--- src/rtc_port_params.svh ---
`ifndef RTC_PORT_PARAMS_SVH
`define RTC_PORT_PARAMS_SVH
// Clock and timing
`define RTC_CLK_PERIOD_NS   10
`define RTC_RECOVERY_NS     1000000
// Register space
`define RTC_NUM_REGS        32
`define RTC_TIME_BYTES      8
`define RTC_FIFO_DEPTH      16
// Command byte fields
`define RTC_CMD_DIR_BIT     7
// Time byte fields and reset values
`define RTC_STOP_BIT        7
`define RTC_CENT_LSB        6
`define RTC_DAY_RESET       8'h01
`define RTC_DATE_RESET      8'h01
`define RTC_MONTH_RESET     8'h01
`endif

--- src/rtc_port_pkg.sv ---
package rtc_port_pkg;
  // Serial engine states
  typedef enum logic [1:0] {
    ST_IDLE  = 2'b00,
    ST_CMD   = 2'b01,
    ST_WRITE = 2'b10,
    ST_READ  = 2'b11
  } port_state_t;
  // One committed byte on its way to the register file
  typedef struct packed {
    logic [4:0] idx;
    logic [7:0] data;
  } wr_word_t;
  // Eight timekeeping bytes, index 0 is hundredths
  typedef logic [7:0][7:0] time_bytes_t;
endpackage

--- src/rtc_wr_fifo.sv ---
`timescale 1ns/1ps
`default_nettype none
module rtc_wr_fifo #(
  parameter int WIDTH = 13,
  parameter int DEPTH = 16
) (
  // Clock and reset
  input  wire logic             clk_in,
  input  wire logic             rst_in,
  // Fill side
  input  wire logic             in_valid_in,
  input  wire logic [WIDTH-1:0] in_data_in,
  output var  logic             in_ready_out,
  // Drain side
  output var  logic             out_valid_out,
  output var  logic [WIDTH-1:0] out_data_out,
  input  wire logic             out_ready_in
);
  localparam int AW = $clog2(DEPTH);
  // Pointer wrap relies on a power of two
  if (DEPTH < 2 || (DEPTH & (DEPTH - 1)) != 0) begin : g_chk
    $error("fifo depth must be a power of two");
  end
  logic [WIDTH-1:0] mem_reg [DEPTH];
  logic [AW:0]      wr_ptr_reg;
  logic [AW:0]      rd_ptr_reg;
  wire              full  = (wr_ptr_reg[AW] != rd_ptr_reg[AW]) && (wr_ptr_reg[AW-1:0] == rd_ptr_reg[AW-1:0]);
  wire              empty = (wr_ptr_reg == rd_ptr_reg);
  wire              push  = in_valid_in & ~full;
  wire              pop   = out_ready_in & ~empty;
  // Flags from pointers only
  assign in_ready_out  = ~full;
  assign out_valid_out = ~empty;
  assign out_data_out  = mem_reg[rd_ptr_reg[AW-1:0]];
  // Storage write
  always_ff @(posedge clk_in) begin
    if (push) begin
      mem_reg[wr_ptr_reg[AW-1:0]] <= in_data_in;
    end
  end
  // Pointers
  always_ff @(posedge clk_in) begin
    if (rst_in) begin
      wr_ptr_reg <= '0;
      rd_ptr_reg <= '0;
    end else begin
      if (push) wr_ptr_reg <= wr_ptr_reg + 1'b1;
      if (pop) rd_ptr_reg <= rd_ptr_reg + 1'b1;
    end
  end
endmodule
`default_nettype wire

--- src/rtc_time_counter.sv ---
`timescale 1ns/1ps
`default_nettype none
`include "rtc_port_params.svh"
module rtc_time_counter (
  // Clock and reset
  input  wire logic                      clk_in,
  input  wire logic                      rst_in,
  // Hundredths timebase
  input  wire logic                      tick_in,
  // Byte write
  input  wire logic                      wr_valid_in,
  input  wire logic [2:0]                wr_idx_in,
  input  wire logic [7:0]                wr_data_in,
  // Running time
  output var  rtc_port_pkg::time_bytes_t time_out
);
  import rtc_port_pkg::*;
  time_bytes_t t_reg;
  time_bytes_t t_next;
  // BCD increment
  function automatic logic [7:0] bcd_inc(input logic [7:0] v);
    bcd_inc = (v[3:0] == 4'h9) ? {v[7:4] + 4'h1, 4'h0} : {v[7:4], v[3:0] + 4'h1};
  endfunction
  // Month length, leap years by BCD digits
  function automatic logic [7:0] month_len(input logic [7:0] mon, input logic [7:0] yr);
    logic leap;
    leap = yr[4] ? (yr[3:0] == 4'h2 || yr[3:0] == 4'h6)
                 : (yr[3:0] == 4'h0 || yr[3:0] == 4'h4 || yr[3:0] == 4'h8);
    case (mon)
      8'h02: month_len = leap ? 8'h29 : 8'h28;
      8'h04, 8'h06, 8'h09, 8'h11: month_len = 8'h30;
      default: month_len = 8'h31;
    endcase
  endfunction
  // Carry chain, stop bit halts counting
  wire       c0 = tick_in & ~t_reg[1][`RTC_STOP_BIT];
  wire       c1 = c0 & (t_reg[0] == 8'h99);
  wire       c2 = c1 & (t_reg[1][6:0] == 7'h59);
  wire       c3 = c2 & (t_reg[2][6:0] == 7'h59);
  wire       c4 = c3 & (t_reg[3][5:0] == 6'h23);
  wire       c5 = c4 & (t_reg[5] == month_len(t_reg[6], t_reg[7]));
  wire       c6 = c5 & (t_reg[6] == 8'h12);
  wire       c7 = c6 & (t_reg[7] == 8'h99);
  wire [1:0] cent = t_reg[3][7:`RTC_CENT_LSB] + 2'(c7);
  always_comb begin
    t_next    = t_reg;
    t_next[0] = c1 ? 8'h00 : (c0 ? bcd_inc(t_reg[0]) : t_reg[0]);
    if (c1) t_next[1][6:0] = c2 ? 7'h00 : 7'(bcd_inc({1'b0, t_reg[1][6:0]}));
    if (c2) t_next[2][6:0] = c3 ? 7'h00 : 7'(bcd_inc({1'b0, t_reg[2][6:0]}));
    if (c3) t_next[3][5:0] = c4 ? 6'h00 : 6'(bcd_inc({2'b00, t_reg[3][5:0]}));
    t_next[3][7:`RTC_CENT_LSB] = cent;
    if (c4) t_next[4][2:0] = (t_reg[4][2:0] == 3'h7) ? 3'h1 : t_reg[4][2:0] + 3'h1;
    if (c4) t_next[5] = c5 ? 8'h01 : bcd_inc(t_reg[5]);
    if (c5) t_next[6] = c6 ? 8'h01 : bcd_inc(t_reg[6]);
    if (c6) t_next[7] = c7 ? 8'h00 : bcd_inc(t_reg[7]);
    if (wr_valid_in) t_next[wr_idx_in] = wr_data_in;
  end
  // Counter state
  always_ff @(posedge clk_in) begin
    if (rst_in) begin
      t_reg    <= '0;
      t_reg[4] <= `RTC_DAY_RESET;
      t_reg[5] <= `RTC_DATE_RESET;
      t_reg[6] <= `RTC_MONTH_RESET;
    end else begin
      t_reg <= t_next;
    end
  end
  assign time_out = t_reg;
endmodule
`default_nettype wire

--- src/rtc_serial_register_port.sv ---
`timescale 1ns/1ps
`default_nettype none
`include "rtc_port_params.svh"
// Contract
// - Serial input bits are captured on rising serial clock edges.
// - Serial output changes after each falling serial clock edge.
// - Select high: ignore clock and data, output undriven.
// - Everything most significant bit first, from first rising edge after select.
// - Read output stays undriven until a whole byte is ready.
// - Pointer advances by one after every data byte.
// - Thirty-two byte locations in fixed order, time bytes first.
// - Eight time bytes, seventeen control bytes, seven user bytes.
// - Time bytes are BCD, hours on a 24-hour scale.
// - Date rolls over for 28, 29, 30, 31 day months.
// - Low supply aborts transfer, clears pointer, ignores inputs.
// - Writes stay blocked until power-fail level plus recovery period.
// - First bit is direction, one writes; then seven address bits.
// - Address bit 6 is ignored for decoding.
// - Pointer wraps from 3Fh to 00h while selected.
// - Time copy freezes while pointer addresses a time byte; the code freezes it only in the read or write data phase.
module rtc_serial_register_port #(
  parameter int RECOVERY_NS = `RTC_RECOVERY_NS,
  parameter int FIFO_DEPTH  = `RTC_FIFO_DEPTH
) (
  // Clock and reset
  input  wire logic                      sys_clk_in,
  input  wire logic                      rst_in,
  // Serial link pins
  input  wire logic                      serial_clk_in,
  input  wire logic                      select_n_in,
  input  wire logic                      serial_in_pin_in,
  output var  logic                      serial_out_pin_out,
  output var  logic                      serial_out_pin_oe_out,
  // Supply monitor
  input  wire logic                      below_reset_threshold_in,
  input  wire logic                      above_power_fail_level_in,
  // Hundredths timebase
  input  wire logic                      hundredths_tick_in,
  // Status
  output var  logic                      write_blocked_out,
  output var  rtc_port_pkg::time_bytes_t time_view_out
);
  import rtc_port_pkg::*;

  localparam int NREG       = `RTC_NUM_REGS;
  localparam int NTIME      = `RTC_TIME_BYTES;
  // Least time rounds up to whole cycles
  localparam int REC_CYCLES = (RECOVERY_NS + `RTC_CLK_PERIOD_NS - 1) / `RTC_CLK_PERIOD_NS;

  // Refuse values the logic cannot serve
  if (REC_CYCLES < 1) begin : g_chk_rec
    $error("recovery period must be at least one cycle");
  end
  if (FIFO_DEPTH < 2) begin : g_chk_fifo
    $error("fifo depth too small");
  end

  // Index of a register from a pointer
  function automatic logic [4:0] reg_index(input logic [6:0] addr);
    reg_index = addr[4:0];
  endfunction

  // Pointer lands on a time byte
  function automatic logic is_time(input logic [6:0] addr);
    is_time = (reg_index(addr) < 5'(NTIME));
  endfunction

  // Synchronisers: clock, select, data, below, above
  logic [4:0]  sync1_reg;
  logic [4:0]  sync2_reg;
  logic        sck_d_reg;
  logic        seln_d_reg;

  // Serial engine
  port_state_t state_reg;
  port_state_t state_next;
  logic [2:0]  bit_cnt_reg;
  logic [2:0]  bit_cnt_next;
  logic [7:0]  in_sh_reg;
  logic [7:0]  in_sh_next;
  logic [6:0]  ptr_reg;
  logic [6:0]  ptr_next;
  logic [7:0]  out_sh_reg;
  logic [7:0]  out_sh_next;
  logic        sdo_reg;
  logic        sdo_next;
  logic        oe_reg;
  logic        oe_next;

  // Pending committed byte
  logic        pend_valid_reg;
  wr_word_t    pend_word_reg;

  // Write blocking after supply loss
  logic        wp_reg;
  logic [31:0] rec_cnt_reg;

  // Register file and time copy
  logic [7:0]  regs_reg [NREG];
  time_bytes_t time_now;

  // FIFO hookup
  logic        fifo_in_ready;
  logic        fifo_out_valid;
  wr_word_t    fifo_out_word;
  logic        drain_ready;

  // Synchronised pins
  wire         sck_s   = sync2_reg[0];
  wire         seln_s  = sync2_reg[1];
  wire         sdi_s   = sync2_reg[2];
  wire         below_s = sync2_reg[3];
  wire         above_s = sync2_reg[4];

  // Edge detection on synchronised levels only
  wire         sck_rise = ~sck_d_reg & sck_s;
  wire         sck_fall = sck_d_reg & ~sck_s;
  wire         sel_fall = seln_d_reg & ~seln_s;

  // Command byte decode
  wire [7:0]   cmd_byte  = {in_sh_reg[6:0], sdi_s};
  wire         cmd_write = cmd_byte[`RTC_CMD_DIR_BIT];
  wire [6:0]   ptr_inc   = {1'b0, ptr_reg[5:0] + 6'h01};
  wire         byte_done = sck_rise & (bit_cnt_reg == 3'h7);
  wire [7:0]   rd_byte   = regs_reg[reg_index(ptr_reg)];

  // Freeze while on a time byte
  wire         in_xfer   = (state_reg == ST_WRITE) || (state_reg == ST_READ);
  wire         freeze    = in_xfer & is_time(ptr_reg);

  // Two flip-flops before any logic reads a pin
  always_ff @(posedge sys_clk_in) begin
    if (rst_in) begin
      sync1_reg <= 5'h00;
      sync2_reg <= 5'h00;
    end else begin
      sync1_reg <= {above_power_fail_level_in, below_reset_threshold_in,
                    serial_in_pin_in, select_n_in, serial_clk_in};
      sync2_reg <= sync1_reg;
    end
  end

  // Select taken as low in reset, so a fall needs a high first
  always_ff @(posedge sys_clk_in) begin
    if (rst_in) begin
      sck_d_reg  <= 1'b0;
      seln_d_reg <= 1'b0;
    end else begin
      sck_d_reg  <= sck_s;
      seln_d_reg <= seln_s;
    end
  end

  // Serial engine next state
  always_comb begin
    state_next   = state_reg;
    bit_cnt_next = bit_cnt_reg;
    in_sh_next   = in_sh_reg;
    ptr_next     = ptr_reg;
    out_sh_next  = out_sh_reg;
    sdo_next     = sdo_reg;
    oe_next      = oe_reg;
    if (below_s) begin
      state_next   = ST_IDLE;
      bit_cnt_next = 3'h0;
      ptr_next     = 7'h00;
      oe_next      = 1'b0;
    end else if (seln_s) begin
      state_next   = ST_IDLE;
      bit_cnt_next = 3'h0;
      oe_next      = 1'b0;
    end else begin
      case (state_reg)
        ST_IDLE: begin
          // Only a select fall starts work
          if (sel_fall) begin
            state_next   = ST_CMD;
            bit_cnt_next = 3'h0;
          end
        end
        ST_CMD: begin
          if (sck_rise) begin
            in_sh_next   = cmd_byte;
            bit_cnt_next = bit_cnt_reg + 3'h1;
            if (bit_cnt_reg == 3'h7) begin
              ptr_next   = cmd_byte[6:0];
              state_next = cmd_write ? ST_WRITE : ST_READ;
            end
          end
        end
        ST_WRITE: begin
          if (sck_rise) begin
            in_sh_next   = cmd_byte;
            bit_cnt_next = bit_cnt_reg + 3'h1;
            if (bit_cnt_reg == 3'h7) ptr_next = ptr_inc;
          end
        end
        ST_READ: begin
          if (sck_fall) begin
            bit_cnt_next = bit_cnt_reg + 3'h1;
            // Drive only once a full byte is loaded
            oe_next      = 1'b1;
            if (bit_cnt_reg == 3'h0) begin
              sdo_next    = rd_byte[7];
              out_sh_next = {rd_byte[6:0], 1'b0};
            end else begin
              sdo_next    = out_sh_reg[7];
              out_sh_next = {out_sh_reg[6:0], 1'b0};
            end
            if (bit_cnt_reg == 3'h7) ptr_next = ptr_inc;
          end
        end
        default: begin
          state_next = ST_IDLE;
        end
      endcase
    end
  end

  // Serial engine state
  always_ff @(posedge sys_clk_in) begin
    if (rst_in) begin
      state_reg   <= ST_IDLE;
      bit_cnt_reg <= 3'h0;
      in_sh_reg   <= 8'h00;
      ptr_reg     <= 7'h00;
      out_sh_reg  <= 8'h00;
      sdo_reg     <= 1'b0;
      oe_reg      <= 1'b0;
    end else begin
      state_reg   <= state_next;
      bit_cnt_reg <= bit_cnt_next;
      in_sh_reg   <= in_sh_next;
      ptr_reg     <= ptr_next;
      out_sh_reg  <= out_sh_next;
      sdo_reg     <= sdo_next;
      oe_reg      <= oe_next;
    end
  end

  // Commit a complete byte; a full FIFO holds it here
  always_ff @(posedge sys_clk_in) begin
    if (rst_in) begin
      pend_valid_reg <= 1'b0;
      pend_word_reg  <= '0;
    end else begin
      if (pend_valid_reg && fifo_in_ready) pend_valid_reg <= 1'b0;
      if (state_reg == ST_WRITE && byte_done && !seln_s && !below_s && !wp_reg &&
          (!pend_valid_reg || fifo_in_ready)) begin
        pend_valid_reg     <= 1'b1;
        pend_word_reg.idx  <= reg_index(ptr_reg);
        pend_word_reg.data <= cmd_byte;
      end
    end
  end

  // Hold writes off until level and period both met
  always_ff @(posedge sys_clk_in) begin
    if (rst_in) begin
      wp_reg      <= 1'b0;
      rec_cnt_reg <= 32'h0;
    end else if (below_s) begin
      wp_reg      <= 1'b1;
      rec_cnt_reg <= 32'h0;
    end else if (wp_reg) begin
      if (!above_s) begin
        rec_cnt_reg <= 32'h0;
      end else if (rec_cnt_reg == 32'(REC_CYCLES - 1)) begin
        wp_reg      <= 1'b0;
        rec_cnt_reg <= 32'h0;
      end else begin
        rec_cnt_reg <= rec_cnt_reg + 32'h1;
      end
    end
  end

  // Drain stalls on a tick so a time write never meets a count
  assign drain_ready = ~hundredths_tick_in;

  // Written bytes buffered toward the register file
  rtc_wr_fifo #(
    .WIDTH ($bits(wr_word_t)),
    .DEPTH (FIFO_DEPTH)
  ) u_fifo (
    .clk_in        (sys_clk_in),
    .rst_in        (rst_in),
    .in_valid_in   (pend_valid_reg),
    .in_data_in    (pend_word_reg),
    .in_ready_out  (fifo_in_ready),
    .out_valid_out (fifo_out_valid),
    .out_data_out  (fifo_out_word),
    .out_ready_in  (drain_ready)
  );

  wire drain_go   = fifo_out_valid & drain_ready;
  wire drain_time = drain_go & (fifo_out_word.idx < 5'(NTIME));

  // Running BCD time behind the visible bytes
  rtc_time_counter u_time (
    .clk_in      (sys_clk_in),
    .rst_in      (rst_in),
    .tick_in     (hundredths_tick_in),
    .wr_valid_in (drain_time),
    .wr_idx_in   (fifo_out_word.idx[2:0]),
    .wr_data_in  (fifo_out_word.data),
    .time_out    (time_now)
  );

  // Thirty-two locations, time bytes at 00h..07h
  // Upper bytes are control, status and user storage
  always_ff @(posedge sys_clk_in) begin
    if (rst_in) begin
      for (int i = 0; i < NREG; i++) regs_reg[i] <= 8'h00;
    end else begin
      for (int i = 0; i < NTIME; i++) begin
        if (!freeze) regs_reg[i] <= time_now[i];
      end
      if (drain_go && !drain_time) regs_reg[fifo_out_word.idx] <= fifo_out_word.data;
    end
  end

  // Status outputs from flops
  always_ff @(posedge sys_clk_in) begin
    if (rst_in) begin
      write_blocked_out <= 1'b0;
      time_view_out     <= '0;
    end else begin
      write_blocked_out <= wp_reg | below_s;
      for (int i = 0; i < NTIME; i++) time_view_out[i] <= regs_reg[i];
    end
  end

  // Pin drive straight from flops
  assign serial_out_pin_out    = sdo_reg;
  assign serial_out_pin_oe_out = oe_reg;
endmodule
`default_nettype wire

--- config.mk ---
export PLATFORM = sky130hd
export DESIGN_NAME = rtc_serial_register_port
export DESIGN_NICKNAME = d
export VERILOG_FILES = /design/src/rtc_port_pkg.sv /design/src/rtc_wr_fifo.sv /design/src/rtc_time_counter.sv /design/src/rtc_serial_register_port.sv
export VERILOG_INCLUDE_DIRS = /design/src /design/src/src
export SDC_FILE = /design/constraint.sdc
export NUM_CORES = 1
export LEC_CHECK = 0
export BUFFER_PORTS_ARGS = -buffer_cell sky130_fd_sc_hd__buf_2
export CAP_MARGIN = 20
export CORE_ASPECT_RATIO = 0.9
export CORE_MARGIN = 3
export CORE_UTILIZATION = 35
export DETAILED_ROUTE_END_ITERATION = 10
export SLEW_MARGIN = 10
export SYNTH_ARGS = -nofsm -noshare
export SYNTH_HDL_FRONTEND = slang
export SYNTH_HIERARCHICAL = 1
export SYNTH_SLANG_ARGS = --single-unit
--- constraint.sdc ---
create_clock -name sys_clk_in -period 5.73 [get_ports sys_clk_in]
set_clock_uncertainty 0.05 [all_clocks]
set_input_delay 1.719 -clock sys_clk_in [delete_from_list [all_inputs] [get_ports sys_clk_in]]
set_output_delay 1.719 -clock sys_clk_in [all_outputs]
set_load 0.01 [all_outputs]
==> key figures <==
Status
  • Status: complete, no violations

GRT
  • Maximum number of pins on one net before global-route repair: 81
  • Initial antenna violation count: 5
  • Number of global-route vias before repair: 18200
  • GRT Residual Overflow: 0
  • First-pass GRT wire length: roughly 120 mm
  • Overall routing resource usage: 16.8%

Cells and area
  • Number of flip-flops in the largest register: 256
  • Combined area of the multi-input logic cells: 10900 um^2
  • Number of nets in the layout: roughly 2300
  • Sequential cell area: ~19000 um^2
  • Layout fillers: between 7000 and 8000
  • Fraction of layout cells with a size suffix above 1: between 15 and 20%
  • Most frequent cells in the layout: sky130_fd_sc_hd__edfxtp_1, sky130_fd_sc_hd__and2_1, sky130_fd_sc_hd__dfxtp_1, sky130_fd_sc_hd__nor2_1, sky130_fd_sc_hd__mux4_2
  • Area added between synthesis and finish: 12.2%
  • Most common library cell in the layout ignoring fill and taps: sky130_fd_sc_hd__edfxtp_1

Clocking
  • Number of sinks handled by clock tree synthesis: roughly 700
  • Number of buffers inserted during clock tree synthesis: 70
  • Maximum root-to-sink buffer count: 3
  • Clock insertion delay at the later pin of the skew report: between 600 and 700 ps
  • Hold bufs inserted after CTS: 0
  • Clock transition time at the flip-flop clock pins of the worst setup and hold paths: about 60 ps
  • CTS tree: done
  • Resize count post-CTS: 0
  • Root Buffer Master: sky130_fd_sc_hd__clkbuf_16
  • H-tree depth: 3
  • Post-CTS setup repair buffer count: 0

Yosys
  • Total number of yosys warnings: 6
  • Main synth FF type: sky130_fd_sc_hd__edfxtp_1
  • Fraction of the mapped netlist area in compound gates: under 10%
  • Yosys cell types: 94
  • Main combinational cell family by area after synthesis: simple AND/OR/NAND/NOR gates
  • Mapped Nets: between 2000 and 2500
  • EDFF count, synth: roughly 460
  • Flip-flop and latch count after synthesis: around 700
  • Summed instance area of the synthesized netlist: 30400 um^2
  • Share of async-settable or async-resettable flops after synthesis: 0%
  • Xor/xnor cell area share of the yosys netlist: between 1 and 1.5%
  • Count of mapped cells out of synthesis: approximately 2200
  • Multiplexer area fraction after synthesis: 11.4%
  • Average size of a mapped cell: around 14 um^2
  • Post-synthesis sequential area ratio: between 60% and 70%
  • Simple logic cell fraction of the synthesized area: between 10% and 20%
  • Adder-cell area share of the yosys netlist: around 1.6%

Floorplan
  • Die extent in y: around 290 um
  • Cell Rows: 101
  • Top-level port count: 75
  • Die Outline Area: about 90000 um^2
  • Core outline area: between 80000 and 90000 um^2
  • Starting Density: between 30% and 40%
  • Overall die width: between 300 and 400 um

Placed design
  • Detailed Place HPWL: between 40 and 50 mm
  • Total of buffers placed on input and output ports: 74
  • Pre-CTS WS: 1340 ps
  • Final RePlAce weighted congestion: between 0.8 and 0.9

STA
  • Number of slew-limit violations in the final report: 0
  • Min cycle time layout: roughly 4400 ps
  • Accumulated negative setup slack: 0 ps
  • Tcrit/Tclk final: between 70% and 80%
  • Unrepaired setup endpoints after global routing: no
  • Remaining max-slew budget at the tightest pin: 24.3%
  • Final Hold Fails: 0
  • Actual slew at the worst max-slew pin: 1120 ps
  • Post-route worst setup slack: 1340 ps
  • Final setup violation count: 0
  • Fmax: 228 MHz

Critical path
  • Worst setup path class: reg2reg
  • Largest fanout on the critical path: 37
  • Data arrival time of the critical path: 4560 ps
  • Required @ worst endpoint: roughly 5900 ps
  • Critical path endpoint category: flip-flop
  • Launching element type of the critical path: flip-flop

Detailed routing
  • Post-detailed-route DRC marker count: 0
  • Number of antenna-violating nets in the routed design: 0
  • Wire length after detailed routing: roughly 76 mm
  • Average routed wire per standard cell: approximately 22 um
  • Iteration-0 DRC Markers: between 1500 and 2000
  • Routed via count: about 19000
  • Router iterations before antenna repair: 6
  • Vias per cell: approximately 5.4

Worst hold path
  • Hold Path Class: reg2reg

Power and ir drop
  • Max rail drop VDD: roughly 0.00028 V
  • Static power due to leakage: ~12 nW
  • Power consumption: 10.8 mW
  • Power density of the placed cells: approximately 320 nW/um^2

Flow run
  • Number of max-cap violations: 0
[power by group]
part           internal (mW)  switching, mW
logic                  0.249          0.471
clock network           2.60           1.97
registers               5.41          0.105
total                   8.26           2.55
[cell families after synthesis]
group,Yosys count
simple gates,845
flops,697
compound gates,249
mux,185
buf+inv,171
xor+xnor,45
fa+ha+maj,39
[worst max-delay path, stage by stage, from the launching register on]
cell and delay [ps]:
sky130_fd_sc_hd__dfxtp_4 850, sky130_fd_sc_hd__mux4_2 600, sky130_fd_sc_hd__mux4_2 620, sky130_fd_sc_hd__nor4_1 420, sky130_fd_sc_hd__nand2b_1 410, sky130_fd_sc_hd__o21ai_0 1010
[routing by layer]
metal | vias to the layer above | track usage (%) | routed length (um)
met5 | - | 0 | 0
li1 | 8404 | - | -
met4 | 0 | 4.62 | 1770
met2 | 646 | 25.6 | 34300
met3 | 131 | 2.54 | 5040
met1 | 9420 | 24.9 | 35100
[final timing paths]
kind	cells after the start	slack, ps	end	from
min	1	390	sync2_reg[2]	sync1_reg[2]
min reg2reg	1	390	sync2_reg[2]	sync1_reg[2]
max reg2reg	5	1340	regs_reg[8][5]	flip-flop
max	5	1340	regs_reg[8][5]	flip-flop
[cells in the mapped netlist, types with 12 or more instances]
| cell type | count | area [um^2] |
|---|---|---|
| sky130_fd_sc_hd__a211oi_1 | 30 | 225 |
| sky130_fd_sc_hd__a21oi_1 | 47 | 235 |
| sky130_fd_sc_hd__a311oi_1 | 17 | 149 |
| sky130_fd_sc_hd__and2_1 | 266 | 1660 |
| sky130_fd_sc_hd__and3_1 | 30 | 188 |
| sky130_fd_sc_hd__buf_2 | 17 | 85.1 |
| sky130_fd_sc_hd__buf_4 | 12 | 90.1 |
| sky130_fd_sc_hd__clkbuf_1 | 75 | 282 |
| sky130_fd_sc_hd__dfxtp_1 | 233 | 4660 |
| sky130_fd_sc_hd__edfxtp_1 | 464 | 13900 |
| sky130_fd_sc_hd__ha_1 | 39 | 488 |
| sky130_fd_sc_hd__inv_1 | 42 | 158 |
| sky130_fd_sc_hd__mux2i_1 | 50 | 500 |
| sky130_fd_sc_hd__mux4_2 | 129 | 2910 |
| sky130_fd_sc_hd__nand2_1 | 90 | 338 |
| sky130_fd_sc_hd__nand2b_1 | 13 | 81.3 |
| sky130_fd_sc_hd__nand3_1 | 41 | 205 |
| sky130_fd_sc_hd__nand4_1 | 20 | 125 |
| sky130_fd_sc_hd__nor2_1 | 158 | 593 |
| sky130_fd_sc_hd__nor2b_1 | 96 | 601 |
| sky130_fd_sc_hd__nor3_1 | 27 | 135 |
| sky130_fd_sc_hd__o21ai_0 | 65 | 325 |
| sky130_fd_sc_hd__xnor2_1 | 33 | 289 |
| sky130_fd_sc_hd__xor2_1 | 12 | 105 |
[stage by stage]
step | hold slack [ps] | utilization, % | std cells | cell area [um^2]
floorplan | 364 | - | 2231 | 30400
global placement | 376 | 37.1 | 3328 | 31600
detailed placement | 379 | 37.2 | 3330 | 31700
CTS | 398 | 39.9 | 3459 | 34000
global route | 417 | 40.0 | 3471 | 34100
finish | 394 | 40.0 | 3472 | 34100
[cell type report]
| class | instances | share of cell area [%] |
|---|---|---|
| Antenna cell | 1 | 0.00735 |
| Clock buffer | 96 | 5.85 |
| Clock inverter | 33 | 0.893 |
| Inverter | 43 | 0.474 |
| Multi-Input combinational cell | 1363 | 32.1 |
| Sequential cell | 697 | 54.6 |
| Tap cell | 1133 | 4.16 |
| Timing Repair Buffer | 106 | 1.86 |
Note: power is estimated with default switching activity, not from simulation.
